`src/design/osm_pkg.sv`:
```
// Purpose: shared constants and types for the one-bit stream monitor
// Assumes: 8-bit register port, 20 MHz system clock
// Notes: attenuation is counted in 1/8 dB steps
package osm_pkg;
   // register map
   localparam logic [7:0] OSM_ADDR_CTRL = 8'h09;
   localparam logic [7:0] OSM_ADDR_STATUS = 8'h0a;
   localparam logic [7:0] OSM_ADDR_MASK = 8'h0b;
   localparam logic [7:0] OSM_ADDR_CFG = 8'h0c;
   // control register fields
   localparam int OSM_CTRL_STATIC = 3;
   localparam int OSM_CTRL_INVALID = 2;
   localparam int OSM_CTRL_PM_SEL = 1;
   localparam int OSM_CTRL_PM_EN = 0;
   localparam logic [7:0] OSM_CTRL_RESET = 8'h08;
   localparam logic [7:0] OSM_CTRL_USED = 8'h0f;
   // configuration register fields
   localparam int OSM_CFG_SOFT = 0;
   localparam int OSM_CFG_POL = 1;
   localparam int OSM_CFG_FAST = 2;
   localparam logic [7:0] OSM_CFG_RESET = 8'h01;
   localparam logic [7:0] OSM_CFG_USED = 8'h07;
   // status and mask fields
   localparam int OSM_ST_STATIC = 0;
   localparam int OSM_ST_INVALID = 1;
   localparam int OSM_ST_MUTED = 2;
   localparam logic [7:0] OSM_ST_USED = 8'h07;
   localparam logic [7:0] OSM_ZERO8 = 8'h00;
   // pattern detection
   localparam int OSM_WIN_LEN = 28;
   localparam logic [4:0] OSM_RUN_LEN = 5'd28;
   localparam logic [4:0] OSM_INVALID_MAX = 5'd24;
   localparam logic [4:0] OSM_INVALID_MIN = 5'(OSM_WIN_LEN - 24);
   // level ramp
   localparam int OSM_ATTN_W = 10;
   localparam logic [9:0] OSM_ATTN_ZERO = 10'h000;
   localparam logic [9:0] OSM_ATTN_MUTE = 10'h3ff;
   localparam logic [9:0] OSM_ATTN_INVALID = 10'h030;
   localparam logic [9:0] OSM_ATTN_ONE = 10'h001;
   localparam int OSM_STEPS_PER_DB = 8;
   localparam int OSM_DB_PERIODS_SLOW = 512;
   localparam int OSM_DB_PERIODS_FAST = 1024;
   localparam logic [7:0] OSM_STEP_SLOW = 8'(OSM_DB_PERIODS_SLOW / OSM_STEPS_PER_DB);
   localparam logic [7:0] OSM_STEP_FAST = 8'(OSM_DB_PERIODS_FAST / OSM_STEPS_PER_DB);
   localparam logic [7:0] OSM_ONE8 = 8'h01;

   typedef struct packed {
      logic [7:0] addr;
      logic [7:0] wdata;
      logic wr;
      logic rd;
   } osm_bus_s;

   typedef struct packed {
      logic valid;
      logic value;
   } osm_bit_s;

   typedef struct packed {
      logic static_run;
      logic invalid;
   } osm_hits_s;

   typedef enum logic [1:0] {
      OSM_RAMP_IDLE = 2'b00,
      OSM_RAMP_STEP = 2'b01,
      OSM_RAMP_HOLD = 2'b11
   } osm_ramp_e;
endpackage : osm_pkg

```
`src/design/osm_sync.sv`:
```
// Purpose: three-stage pin synchroniser with agreement filter
// Assumes: inputs asynchronous to clock_i
// Notes: output moves only when stages two and three agree
`timescale 1ns/1ps
module osm_sync #(
   parameter int W = 2
) (
   // clock and reset
   input wire logic clock_i,
   input wire logic rst_b_i,
   // pins in, clean levels out
   input wire logic [W-1:0] pin_i,
   output logic [W-1:0] level_o
);
   logic [W-1:0] stage1;
   logic [W-1:0] stage2;
   logic [W-1:0] stage3;

   genvar g;
   generate
      for (g = 0; g < W; g++) begin : g_bit
         always_ff @(posedge clock_i or negedge rst_b_i) begin
            if (!rst_b_i) begin
               stage1[g] <= 1'b0;
               stage2[g] <= 1'b0;
               stage3[g] <= 1'b0;
               level_o[g] <= 1'b0;
            end else begin
               stage1[g] <= pin_i[g];
               stage2[g] <= stage1[g];
               stage3[g] <= stage2[g];
               // stage1 stays private to stage2
               if (stage2[g] == stage3[g]) begin
                  level_o[g] <= stage3[g];
               end
            end
         end
      end
   endgenerate
endmodule : osm_sync

```
`src/design/osm_detect.sv`:
```
// Purpose: static-run and near-static window detector
// Assumes: one valid pulse per received stream bit
// Notes: hits are held until the pattern breaks or clear is raised
`timescale 1ns/1ps
module osm_detect
   import osm_pkg::*;
(
   // clock and reset
   input wire logic clock_i,
   input wire logic rst_b_i,
   // received bits
   input wire logic clear_i,
   input wire osm_bit_s bit_i,
   // pattern flags
   output osm_hits_s hits_o
);
   logic [OSM_WIN_LEN-1:0] window;
   logic [4:0] fill;
   logic [4:0] ones;
   logic [4:0] run;
   logic [4:0] next_ones;
   logic [4:0] next_run;
   logic next_full;

   always_comb begin
      next_ones = ones + 5'(bit_i.value) - 5'(window[OSM_WIN_LEN-1] & (fill == OSM_RUN_LEN));
      next_full = (fill == OSM_RUN_LEN) || (fill == OSM_RUN_LEN - 5'd1);
      if (fill != 5'd0 && bit_i.value == window[0]) begin
         next_run = (run == OSM_RUN_LEN) ? run : run + 5'd1;
      end else begin
         next_run = 5'd1;
      end
   end

   always_ff @(posedge clock_i or negedge rst_b_i) begin
      if (!rst_b_i) begin
         window <= '0;
         fill <= 5'd0;
         ones <= 5'd0;
         run <= 5'd0;
         hits_o <= '0;
      end else if (clear_i) begin
         window <= '0;
         fill <= 5'd0;
         ones <= 5'd0;
         run <= 5'd0;
         hits_o <= '0;
      end else if (bit_i.valid) begin
         window <= {window[OSM_WIN_LEN-2:0], bit_i.value};
         fill <= (fill == OSM_RUN_LEN) ? fill : fill + 5'd1;
         ones <= next_ones;
         run <= next_run;
         hits_o.static_run <= (next_run == OSM_RUN_LEN);
         // more than 24 of 28 alike, either polarity
         hits_o.invalid <= next_full &&
            ((next_ones > OSM_INVALID_MAX) || (next_ones < OSM_INVALID_MIN));
      end
   end
endmodule : osm_detect

```
`src/design/osm_monitor.sv`:
```
// Purpose: one-bit stream input monitor with phase-modulated reception
// Assumes: bit clock well below a quarter of clock_i, register port as in osm_pkg
// Notes: attenuation and mute stepping run on recovered bit-clock edges
//
// Notes on behaviour
// - with static detect enabled, 28 identical bits in a row request a mute.
// - static detect enable resets to one and clearing it stops that detection.
// - once a static mute has reached full attenuation the mute outputs go active at the set polarity.
// - with invalid detect enabled, over 24 alike of 28 bits attenuates; it resets off.
// - an invalid detection drives the mute outputs active at the set polarity.
// - phase mode enable set to one switches reception to phase-modulated decoding.
// - phase mode enable resets to zero, giving normal reception.
// - soft ramp steps 1/8 dB, 1 dB per 512 bit clocks or 1024 at the 128x clock.
//
// The plain strobed port was decided locally.
`timescale 1ns/1ps
module osm_monitor
   import osm_pkg::*;
(
   // clock and reset
   input wire logic clock_i,
   input wire logic rst_b_i,
   // register port
   input wire osm_bus_s bus_i,
   output logic [7:0] rdata_o,
   // stream link pins
   input wire logic stream_bit_clock_i,
   input wire logic one_bit_stream_i,
   // recovered stream toward the converter path
   output osm_bit_s stream_o,
   // level path
   output logic [OSM_ATTN_W-1:0] attn_o,
   output logic mute_req_o,
   output logic [1:0] mute_control_out_o,
   // mode outputs
   output logic phase_mod_enable_o,
   output logic phase_mod_clock_select_o,
   // interrupt
   output logic irq_o
);
   logic [7:0] ctrl;
   logic [7:0] cfg;
   logic [7:0] status;
   logic [7:0] mask;
   logic [1:0] pins;
   logic sclk;
   logic sdata;
   logic sclk_d;
   logic rise;
   logic fall;
   logic pm_phase;
   logic first_half;
   osm_bit_s rx_bit;
   osm_hits_s hits;
   osm_hits_s hits_d;
   logic static_en;
   logic invalid_en;
   logic pm_en;
   logic pm_sel;
   logic soft_en;
   logic mute_pol;
   logic fast_clk;
   logic detect_clear;
   logic [OSM_ATTN_W-1:0] attn;
   logic [OSM_ATTN_W-1:0] target;
   logic [7:0] step_cnt;
   logic [7:0] step_len;
   logic step_tick;
   osm_ramp_e ramp_state;
   osm_ramp_e next_ramp_state;
   logic muted;
   logic muted_d;
   logic mute_active;
   logic [7:0] ev;
   logic rd_status;

   // register fields
   assign static_en = ctrl[OSM_CTRL_STATIC];
   assign invalid_en = ctrl[OSM_CTRL_INVALID];
   assign pm_sel = ctrl[OSM_CTRL_PM_SEL];
   assign pm_en = ctrl[OSM_CTRL_PM_EN];
   assign soft_en = cfg[OSM_CFG_SOFT];
   assign mute_pol = cfg[OSM_CFG_POL];
   assign fast_clk = cfg[OSM_CFG_FAST];

   // control register: reset leaves static detect on, the rest off
   always_ff @(posedge clock_i or negedge rst_b_i) begin
      if (!rst_b_i) begin
         ctrl <= OSM_CTRL_RESET;
      end else if (bus_i.wr && bus_i.addr == OSM_ADDR_CTRL) begin
         ctrl <= bus_i.wdata & OSM_CTRL_USED;
      end
   end

   // configuration register
   always_ff @(posedge clock_i or negedge rst_b_i) begin
      if (!rst_b_i) begin
         cfg <= OSM_CFG_RESET;
      end else if (bus_i.wr && bus_i.addr == OSM_ADDR_CFG) begin
         cfg <= bus_i.wdata & OSM_CFG_USED;
      end
   end

   // interrupt mask register
   always_ff @(posedge clock_i or negedge rst_b_i) begin
      if (!rst_b_i) begin
         mask <= OSM_ZERO8;
      end else if (bus_i.wr && bus_i.addr == OSM_ADDR_MASK) begin
         mask <= bus_i.wdata & OSM_ST_USED;
      end
   end

   // read data valid only in the cycle after the strobe
   always_ff @(posedge clock_i or negedge rst_b_i) begin
      if (!rst_b_i) begin
         rdata_o <= OSM_ZERO8;
      end else if (bus_i.rd) begin
         case (bus_i.addr)
            OSM_ADDR_CTRL: rdata_o <= ctrl;
            OSM_ADDR_CFG: rdata_o <= cfg;
            OSM_ADDR_MASK: rdata_o <= mask;
            OSM_ADDR_STATUS: rdata_o <= status;
            default: rdata_o <= OSM_ZERO8;
         endcase
      end else begin
         rdata_o <= OSM_ZERO8;
      end
   end

   // link pins into the system clock
   osm_sync #(
      .W(2)
   ) u_sync (
      .clock_i(clock_i),
      .rst_b_i(rst_b_i),
      .pin_i({stream_bit_clock_i, one_bit_stream_i}),
      .level_o(pins)
   );
   assign sclk = pins[1];
   assign sdata = pins[0];

   always_ff @(posedge clock_i or negedge rst_b_i) begin
      if (!rst_b_i) begin
         sclk_d <= 1'b0;
      end else begin
         sclk_d <= sclk;
      end
   end
   assign rise = sclk & ~sclk_d;
   assign fall = ~sclk & sclk_d;

   // bit recovery
   // normal: data taken on each rising edge
   // phase mode, fast clock: a bit spans two clock periods, first half is true data
   // phase mode, slow clock: one bit per period, true half ends on the falling edge
   always_ff @(posedge clock_i or negedge rst_b_i) begin
      if (!rst_b_i) begin
         pm_phase <= 1'b0;
         first_half <= 1'b0;
         rx_bit <= '0;
      end else begin
         rx_bit.valid <= 1'b0;
         if (!pm_en) begin
            pm_phase <= 1'b0;
            if (rise) begin
               rx_bit.valid <= 1'b1;
               rx_bit.value <= sdata;
            end
         end else if (!pm_sel) begin
            // 128Fs supplied: every second rising edge closes a bit
            if (rise) begin
               pm_phase <= ~pm_phase;
               if (!pm_phase) begin
                  first_half <= sdata;
               end else begin
                  rx_bit.valid <= 1'b1;
                  rx_bit.value <= first_half;
               end
            end
         end else begin
            // 64Fs supplied: sample at the falling edge
            if (fall) begin
               rx_bit.valid <= 1'b1;
               rx_bit.value <= sdata;
            end
         end
      end
   end

   // recovered stream passes straight through
   always_ff @(posedge clock_i or negedge rst_b_i) begin
      if (!rst_b_i) begin
         stream_o <= '0;
      end else begin
         stream_o <= rx_bit;
      end
   end

   // a mode change restarts pattern history to avoid false hits
   assign detect_clear = bus_i.wr && bus_i.addr == OSM_ADDR_CTRL &&
      bus_i.wdata[OSM_CTRL_PM_SEL:OSM_CTRL_PM_EN] != {pm_sel, pm_en};

   osm_detect u_detect (
      .clock_i(clock_i),
      .rst_b_i(rst_b_i),
      .clear_i(detect_clear),
      .bit_i(rx_bit),
      .hits_o(hits)
   );

   // target level, static mute outranks invalid attenuation
   always_comb begin
      if (static_en && hits.static_run) begin
         target = OSM_ATTN_MUTE;
      end else if (invalid_en && hits.invalid) begin
         target = OSM_ATTN_INVALID;
      end else begin
         target = OSM_ATTN_ZERO;
      end
   end

   // ramp pacing counted in bit-clock periods
   assign step_len = fast_clk ? OSM_STEP_FAST : OSM_STEP_SLOW;
   assign step_tick = rise && (step_cnt == step_len - OSM_ONE8);

   always_ff @(posedge clock_i or negedge rst_b_i) begin
      if (!rst_b_i) begin
         step_cnt <= OSM_ZERO8;
      end else if (ramp_state != OSM_RAMP_STEP) begin
         step_cnt <= OSM_ZERO8;
      end else if (rise) begin
         step_cnt <= step_tick ? OSM_ZERO8 : step_cnt + OSM_ONE8;
      end
   end

   always_comb begin
      case (ramp_state)
         OSM_RAMP_IDLE: begin
            next_ramp_state = (target != attn) ? OSM_RAMP_STEP : OSM_RAMP_IDLE;
         end
         OSM_RAMP_STEP: begin
            if (target == attn) begin
               next_ramp_state = (attn == OSM_ATTN_ZERO) ? OSM_RAMP_IDLE : OSM_RAMP_HOLD;
            end else begin
               next_ramp_state = OSM_RAMP_STEP;
            end
         end
         OSM_RAMP_HOLD: begin
            next_ramp_state = (target != attn) ? OSM_RAMP_STEP : OSM_RAMP_HOLD;
         end
         default: next_ramp_state = OSM_RAMP_IDLE;
      endcase
   end

   always_ff @(posedge clock_i or negedge rst_b_i) begin
      if (!rst_b_i) begin
         ramp_state <= OSM_RAMP_IDLE;
      end else begin
         ramp_state <= next_ramp_state;
      end
   end

   // level: immediate when soft ramp is off, else one 1/8 dB step per tick
   always_ff @(posedge clock_i or negedge rst_b_i) begin
      if (!rst_b_i) begin
         attn <= OSM_ATTN_ZERO;
      end else if (ramp_state == OSM_RAMP_STEP) begin
         if (!soft_en) begin
            attn <= target;
         end else if (step_tick && attn < target) begin
            attn <= attn + OSM_ATTN_ONE;
         end else if (step_tick && attn > target) begin
            attn <= attn - OSM_ATTN_ONE;
         end
      end
   end

   // static mute shows on the pins once fully muted; invalid shows at once
   assign muted = (attn == OSM_ATTN_MUTE);
   assign mute_active = (static_en && hits.static_run && muted) ||
      (invalid_en && hits.invalid);

   always_ff @(posedge clock_i or negedge rst_b_i) begin
      if (!rst_b_i) begin
         attn_o <= OSM_ATTN_ZERO;
         mute_req_o <= 1'b0;
         mute_control_out_o <= 2'b00;
         muted_d <= 1'b0;
      end else begin
         attn_o <= attn;
         mute_req_o <= static_en && hits.static_run;
         // polarity bit gives the active level of both pins
         mute_control_out_o <= {2{mute_active ~^ mute_pol}};
         muted_d <= muted;
      end
   end

   // mode bits shown to the receiver path
   always_ff @(posedge clock_i or negedge rst_b_i) begin
      if (!rst_b_i) begin
         phase_mod_enable_o <= 1'b0;
         phase_mod_clock_select_o <= 1'b0;
      end else begin
         phase_mod_enable_o <= pm_en;
         phase_mod_clock_select_o <= pm_sel;
      end
   end

   // sticky events; a read clears them but a same-cycle event survives
   always_ff @(posedge clock_i or negedge rst_b_i) begin
      if (!rst_b_i) begin
         hits_d <= '0;
      end else begin
         hits_d <= hits;
      end
   end

   always_comb begin
      ev = OSM_ZERO8;
      ev[OSM_ST_STATIC] = static_en && hits.static_run && !hits_d.static_run;
      ev[OSM_ST_INVALID] = invalid_en && hits.invalid && !hits_d.invalid;
      ev[OSM_ST_MUTED] = muted && !muted_d;
   end
   assign rd_status = bus_i.rd && bus_i.addr == OSM_ADDR_STATUS;

   always_ff @(posedge clock_i or negedge rst_b_i) begin
      if (!rst_b_i) begin
         status <= OSM_ZERO8;
      end else if (rd_status) begin
         status <= ev;
      end else begin
         status <= status | ev;
      end
   end

   always_ff @(posedge clock_i or negedge rst_b_i) begin
      if (!rst_b_i) begin
         irq_o <= 1'b0;
      end else begin
         irq_o <= |(status & mask);
      end
   end
endmodule : osm_monitor

```
`config.mk`:
```
export PLATFORM = sky130hd
export DESIGN_NAME = osm_monitor
export DESIGN_NICKNAME = d
export VERILOG_FILES = /design/src/design/osm_pkg.sv /design/src/design/osm_sync.sv /design/src/design/osm_detect.sv /design/src/design/osm_monitor.sv
export SDC_FILE = /design/constraint.sdc
export NUM_CORES = 1
export LEC_CHECK = 0
export CAP_MARGIN = 20
export CORE_MARGIN = 3
export CORE_UTILIZATION = 30
export DETAILED_ROUTE_END_ITERATION = 8
export DONT_BUFFER_PORTS = 1
export HOLD_SLACK_MARGIN = 0.03
export PLACE_DENSITY = 0.46
export SLEW_MARGIN = 5
export SYNTH_ARGS = -nofsm -noshare
export SYNTH_HDL_FRONTEND = slang
export SYNTH_SLANG_ARGS = --single-unit
```
`constraint.sdc`:
```
create_clock -name clock_i -period 4.2 [get_ports clock_i]
set_clock_uncertainty 0.1 [all_clocks]
set_input_delay 0.42 -clock clock_i [delete_from_list [all_inputs] [get_ports clock_i]]
set_output_delay 0.42 -clock clock_i [all_outputs]
set_load 0.02 [all_outputs]
```
==> impl_metrics.csv, run 1 <==
group,metric,value,unit
sta,fin_hold_ws,0.06059,ns
clock_tree,cts-root-buf,"clkbuf_16",
synthesis,synth_edf_count,0,
sta,fmax,0.2536,GHz
synthesis,synth_area_leaders,"dfrtp_1 51%, mux2i_1 7.3%, ha_1 5.6%",
sta,period_needed,3.943,ns
sta,timing.setup.tns,0,ns
synthesis,synthDistinctLibCells,70,
clock_tree,numCtsBuffers,17,
drt,drt-total-wl,11580,µm
drt,drc,0,
place,dp_hpwl,7598,µm
sta,finalHoldViolCount,0,
grt,grt_pass1_vias,3780,
place,dp_slack,0.2831,ns
sta,postLayoutSetupSlackWorst,0.2574,ns
clock_tree,cts.sinks,116,
grt,met3_usage,0.04588,
power_and_ir_drop,ir_drop,0.2070,mV
synthesis,yosysTopAreaCell,"dfrtp_1",
synthesis,ys_seq_elements,116,
drt,drtIter0Drc,221,
synthesis,yosysWarningCount,0,
floorplanning,rows,49,
synthesis,netlist.area_leader.share,0.5062,
worst_setup_path,path_max_fanout,11,
synthesis,synthTopCellsByCount,"114 x dfrtp_1, 71 x nor2_1, 41 x mux2i_1",
synthesis,yosysMostFrequentCell,"dfrtp_1",
grt,grt_max_degree,117,
clock_tree,cts_tree,"built",
worst_setup_path,setup.worst_path.end_class,"flip-flop",
final_layout,final_nets,571,
clock_tree,path_clk_slew,0.05,ns
clock_tree,ctsResizeCount,0,
drt,drt-pass1-iter-count,5,
drt,vias,3689,
final_layout,syn2layout_area_growth,14.54,%
floorplanning,dieArea,20460,µm²
synthesis,synthesis.area,5635,µm²
grt,grt_pass1_wl,19150,µm
synthesis,synthesis.nets,564,
power_and_ir_drop,leakage,2.890,nW
grt,grt_usage,0.1200,
synthesis,async_flop_share,1.000,
synthesis,seq_area_frac_synth,0.5155,
worst_setup_path,startpoint_type,"flip-flop",
sta,slew_headroom,0.5346,
final_layout,fillers,1783,
sta,period_share,0.9387,
grt,busiest_layer,"met2",
outcome,status,"complete, no violations",
worst_setup_path,critPathRequiredTime,4.37,ns
place,port-buffer-count,0,
clock_tree,clock_path_buffers,2,
sta,rsz0062_at_grt,"no",
synthesis,syn_area_per_cell,10.94,µm²
power_and_ir_drop,power.total,4.322,mW
synthesis,ys.flop_type,"dfrtp_1",
clock_tree,htreeDepth,4,
sta,finalSetupViolCount,0,
final_layout,n_antenna_cell,0,
final_layout,drive_gt1_frac,0.1065,
power_and_ir_drop,cellPowerDensity,669.6,nW/µm²
final_layout,final_core_util,0.3545,
floorplanning,pin_count,48,
grt,met1_usage,0.1530,
clock_tree,insertion_delay,0.41,ns
synthesis,netlist_instances,515,
flow_run,maxCapViolations,0,
grt,overflow,0,
grt,grt.met2_usage,0.1852,
worst_setup_path,critPathKind,"reg -> reg",
worst_setup_path,worstPathArrival,4.11,ns
drt,wl_per_cell,15.16,µm
sta,finalMaxSlewViolations,0,
grt,antenna_found_initial,0,
drt,via_per_inst,4.829,
place,place_congestion,0.8244,
drt,detail-route-antenna-nets,0,
sta,worst_pin_slew,0.6986,ns
floorplanning,core,18210,µm²
worst_hold_path,hp-class,"in -> reg",
floorplanning,die_y,143.1,µm
floorplanning,die-width,143.1,µm
floorplanning,initial_utilization,0.3095,
-- state kept, by name, summed over array words and instances, names as in the netlist, 3 cells and up --
register,cells
step_cnt,8
u_detect.run,5
cfg,3
u_detect.window,28
u_detect.ones,5
attn,10
status,3
u_detect.fill,5
mask,3
rdata_o,5
ctrl,4
attn_o,10
-- layout by cell type (no fill, tap or decap), drive strengths merged, types with 4 or more instances in the layout --
master	netlist	final
xnor2	15	15
clkbuf	7	27
inv	26	26
ha	25	25
or3	4	4
xor2	15	15
buf	12	4
nand2	24	24
a21oi	29	29
nand3	15	15
nor2	72	72
nand4	9	9
mux2	11	11
mux2i	41	41
o21ai	14	14
a21o	5	5
a22oi	4	4
nor2b	7	7
nor3	6	6
dfrtp	114	114
nand2b	4	4
and2	4	4
clkinv	0	4
-- logic make-up (layout without fill, tap and decap cells) --
| kind of cell | after synthesis | in the layout | share of synthesized area |
|---|---|---|---|
| AO/OA/AOI/OAI | 80 | 80 | 0.1008 |
| adder cells (fa/ha/maj) | 30 | 30 | 0.06816 |
| flip-flops | 116 | 116 | 0.5155 |
| multiplexers | 52 | 52 | 0.09480 |
| AND/OR/NAND/NOR | 161 | 161 | 0.1385 |
| other | 1 | 1 | 0.0006654 |
| buffers and inverters | 45 | 65 | 0.03486 |
| XOR/XNOR | 30 | 30 | 0.04663 |
-- worst max-delay path, cell delays in order (launching register included) --
cell and delay [ns]:
dfstp_2 0.59, nand2_2 0.18, ha_1 0.37, a21o_1 0.21, a211o_1 0.29, o211ai_2 0.10
o211ai_4 0.22, ha_1 0.32, a21oi_1 0.21, o211ai_1 0.20, or3_1 0.36, a21oi_2 0.17
xor2_1 0.25, a21boi_2 0.08, a2bb2oi_1 0.14
-- worst paths after layout --
kind	slack, ns	depth (start not counted)	end	startpoint
min	0.06	1	ctrl[0]	bus_i[2]
max reg2reg	0.26	14	attn[9]	ctrl[3]
max	0.26	14	attn[9]	ctrl[3]
max in group asynchronous	3.01	2	rx_bit[1]	rst_b_i
min in group asynchronous	0.54	2	u_detect.ones[2]	rst_b_i
min reg2reg	0.25	0	u_sync.stage2[1]	u_sync.stage1[1]
-- layer usage --
layer  vias to the layer above  wire, µm
met1                      1801      5601
met5                         -         0
li1                       1812         -
met4                         0       163
met2                        62      5227
met3                        14       588
-- layout make-up --
type / count / area (µm²) / share of cell area
Tap cell: 229 / 286.5 / 0.04439
Timing Repair Buffer: 7 / 80.08 / 0.01241
Multi-Input combinational cell: 354 / 2541 / 0.3937
Clock buffer: 27 / 493.0 / 0.07637
Inverter: 26 / 97.59 / 0.01512
Clock inverter: 5 / 50.05 / 0.007753
Sequential cell: 116 / 2907 / 0.4503
-- per-stage QoR --
step	instance area, µm²	instances
3_3_place_gp	5854	728
4_1_cts	6455	764
3_5_place_dp	5854	728
6_report	6455	764
5_1_grt	6455	764
2_1_floorplan	5635	515
-- what timing repair did --
item | in CTS | in global routing
buffers inserted | 0 | 0
hold buffers | 4 | 0
hold endpoints to repair | 118 | 0
-- where the power goes --
group | internal [mW] | total, mW | switching (mW)
combinational | 0.577 | 1.23 | 0.657
sequential | 1.43 | 1.76 | 0.332
clock | 0.855 | 1.33 | 0.476
total | 2.86 | 4.32 | 1.46
Power figures use the tool's default switching activity.
==> run 2, diff against run 1 <==
--- a/config.mk
+++ b/config.mk
@@ -7,11 +7,12 @@
 export LEC_CHECK = 0
 export CAP_MARGIN = 20
 export CORE_MARGIN = 3
-export CORE_UTILIZATION = 30
+export CORE_UTILIZATION = 62
+export CTS_CLUSTER_DIAMETER = 200
 export DETAILED_ROUTE_END_ITERATION = 8
 export DONT_BUFFER_PORTS = 1
 export HOLD_SLACK_MARGIN = 0.03
-export PLACE_DENSITY = 0.46
+export PLACE_DENSITY = 0.8
 export SLEW_MARGIN = 5
 export SYNTH_ARGS = -nofsm -noshare
 export SYNTH_HDL_FRONTEND = slang
==> run 2 against run 1 <==
Effect of this change: die area is 50% lower; worst hold slack better by 0.012 ns; sequential cell count stayed put; sequential power hardly changed; critical endpoint unchanged.
==> impl_metrics.csv, run 2 (synthesis gave the netlist of run 1 again) <==
group,metric,value,unit
outcome,status,"complete, no violations",
power_and_ir_drop,power_switching,1.506,mW
power_and_ir_drop,ir_drop,0.2642,mV
final_layout,largest_register_ffs,28,
clock_tree,path_clk_slew,0.05,ns
clock_tree,clock_path_buffers,2,
drt,via_per_inst,5.916,
final_layout,final_cell_mix,"113 x dfrtp_1, 71 x nor2_1, 41 x mux2i_1",
grt,grt_usage,0.2302,
sta,finalSetupViolCount,0,
floorplanning,die-width,101.3,µm
power_and_ir_drop,p_seq_frac,0.392,
sta,finalMaxSlewViolations,0,
place,dp_hpwl,6644,µm
clock_tree,cts-root-buf,"clkbuf_8",
clock_tree,holdBufCountCts,9,
floorplanning,dieArea,10270,µm²
sta,worst_pin_slew,0.7074,ns
power_and_ir_drop,leakage,2.932,nW
clock_tree,post_cts_buffers,0,
drt,drtIter0Drc,235,
floorplanning,pin_count,48,
sta,period_needed,3.877,ns
place,placement.cell_area,5688,µm²
final_layout,final_core_util,0.7342,
final_layout,drive_gt1_frac,0.1152,
grt,antenna_found_initial,0,
sta,fmax,0.2579,GHz
worst_setup_path,setup.worst_path.end_class,"flip-flop",
sta,period_share,0.9231,
drt,detail-route-antenna-nets,0,
worst_setup_path,path_max_fanout,11,
drt,wl_per_cell,17.04,µm
final_layout,final_common_cell,"dfrtp_1",
worst_setup_path,reg2reg_from,"ctrl[3]",
power_and_ir_drop,swShare,0.3361,
worst_hold_path,hp-class,"in -> reg",
floorplanning,die_y,101.3,µm
final_layout,final_cell_area,6434,µm²
clock_tree,ctsResizeCount,0,
sta,slew_headroom,0.5287,
grt,grt_pass1_vias,3870,
final_layout,largest_registers,"u_detect.window (28), attn (10), attn_o (10)",
final_layout,syn2layout_area_growth,14.17,%
worst_setup_path,crit_start,"ctrl[3]",
floorplanning,core,8763,µm²
power_and_ir_drop,power.total,4.481,mW
floorplanning,rows,34,
place,port-buffer-count,0,
clock_tree,cts_tree,"built",
power_and_ir_drop,p_int,2.975,mW
worst_setup_path,r2r_end,"attn[9]",
worst_setup_path,critPathKind,"reg -> reg",
drt,vias,3822,
drt,drt-total-wl,11010,µm
worst_setup_path,startpoint_type,"flip-flop",
final_layout,n_antenna_cell,0,
final_layout,final_nets,575,
place,dp_slack,0.3552,ns
grt,grt_pass1_wl,18550,µm
clock_tree,numCtsBuffers,17,
clock_tree,insertion_delay,0.51,ns
worst_setup_path,reg2reg_slack,0.32,ns
drt,drc,0,
worst_setup_path,critPathRequiredTime,4.47,ns
drt,drt-pass1-iter-count,5,
worst_setup_path,r2r_cells,14,
sta,timing.setup.tns,0,ns
power_and_ir_drop,power_frac_clock,0.330,
clock_tree,htreeDepth,4,
final_layout,regMostFlops,"u_detect.window",
sta,postLayoutSetupSlackWorst,0.3229,ns
sta,finalHoldViolCount,0,
grt,overflow,0,
power_and_ir_drop,pwr-share-comb,0.277,
grt,grt_max_degree,117,
flow_run,maxCapViolations,0,
worst_setup_path,worstPathArrival,4.15,ns
power_and_ir_drop,cellPowerDensity,696.6,nW/µm²
worst_setup_path,crit_end,"attn[9]",
sta,rsz0062_at_grt,"no",
place,place_congestion,0.8684,
floorplanning,initial_utilization,0.6431,
clock_tree,cts.sinks,116,
-- run 2: worst min path at each step --
stage                     startpoint               end  depth (start not counted)
after floorplan              rst_b_i           attn[0]                          0
after global placement       rst_b_i  u_detect.ones[2]                          0
after detailed placement     rst_b_i  u_detect.ones[2]                          0
after CTS                   bus_i[0]         status[2]                          2
after global routing        bus_i[0]         status[2]                          2
final                       bus_i[0]         status[2]                          2
-- run 2: layout make-up --
cell class	instances	area, µm²
sequential	116	2907
multi-input combinational	354	2541
fill	556	2330
clock buffer	18	427.9
clock inverter	13	182.7
timing repair buffer	11	142.6
tap	108	135.1
inverter	26	97.59
-- run 2: power by group through the flow --
stage | sequential [mW] | combinational (mW) | clock [mW]
after detailed placement | 1.77 | 1.19 | 0
after global placement | 1.76 | 1.13 | 0
after CTS | 1.76 | 1.24 | 1.49
after floorplan | 1.67 | 1.04 | 0
final | 1.76 | 1.24 | 1.48
after global routing | 1.80 | 1.42 | 1.55
-- run 2: worst max-delay path, stage by stage (launching register included) --
cell and delay [ns]:
dfstp_2 0.58, nand2_2 0.17, ha_1 0.36, a21o_1 0.22, a211o_1 0.28, o211ai_2 0.10
o211ai_4 0.21, ha_1 0.33, a21oi_1 0.23, o211ai_1 0.18, or3_1 0.35, a21oi_2 0.17
xor2_1 0.24, a21boi_2 0.08, a2bb2oi_1 0.14
-- run 2: per-stage QoR --
step                      hold WS [ns]  instances
after CTS                      0.04334        645
after detailed placement       0.02776        605
after global routing           0.05271        646
final                          0.07263        646
after global placement         0.02726        605
after floorplan                0.02441        515
-- run 2: metal layers --
| metal | routed length [µm] | share of wire | vias to the layer above | global-route usage |
|---|---|---|---|---|
| li1 | - | - | 1819 | - |
| met1 | 4770 | 0.43 | 1877 | 0.2995 |
| met2 | 5445 | 0.49 | 106 | 0.3581 |
| met3 | 639 | 0.058 | 20 | 0.08747 |
| met4 | 151 | 0.014 | 0 | 0.07464 |
| met5 | 0 | 0 | - | 0 |
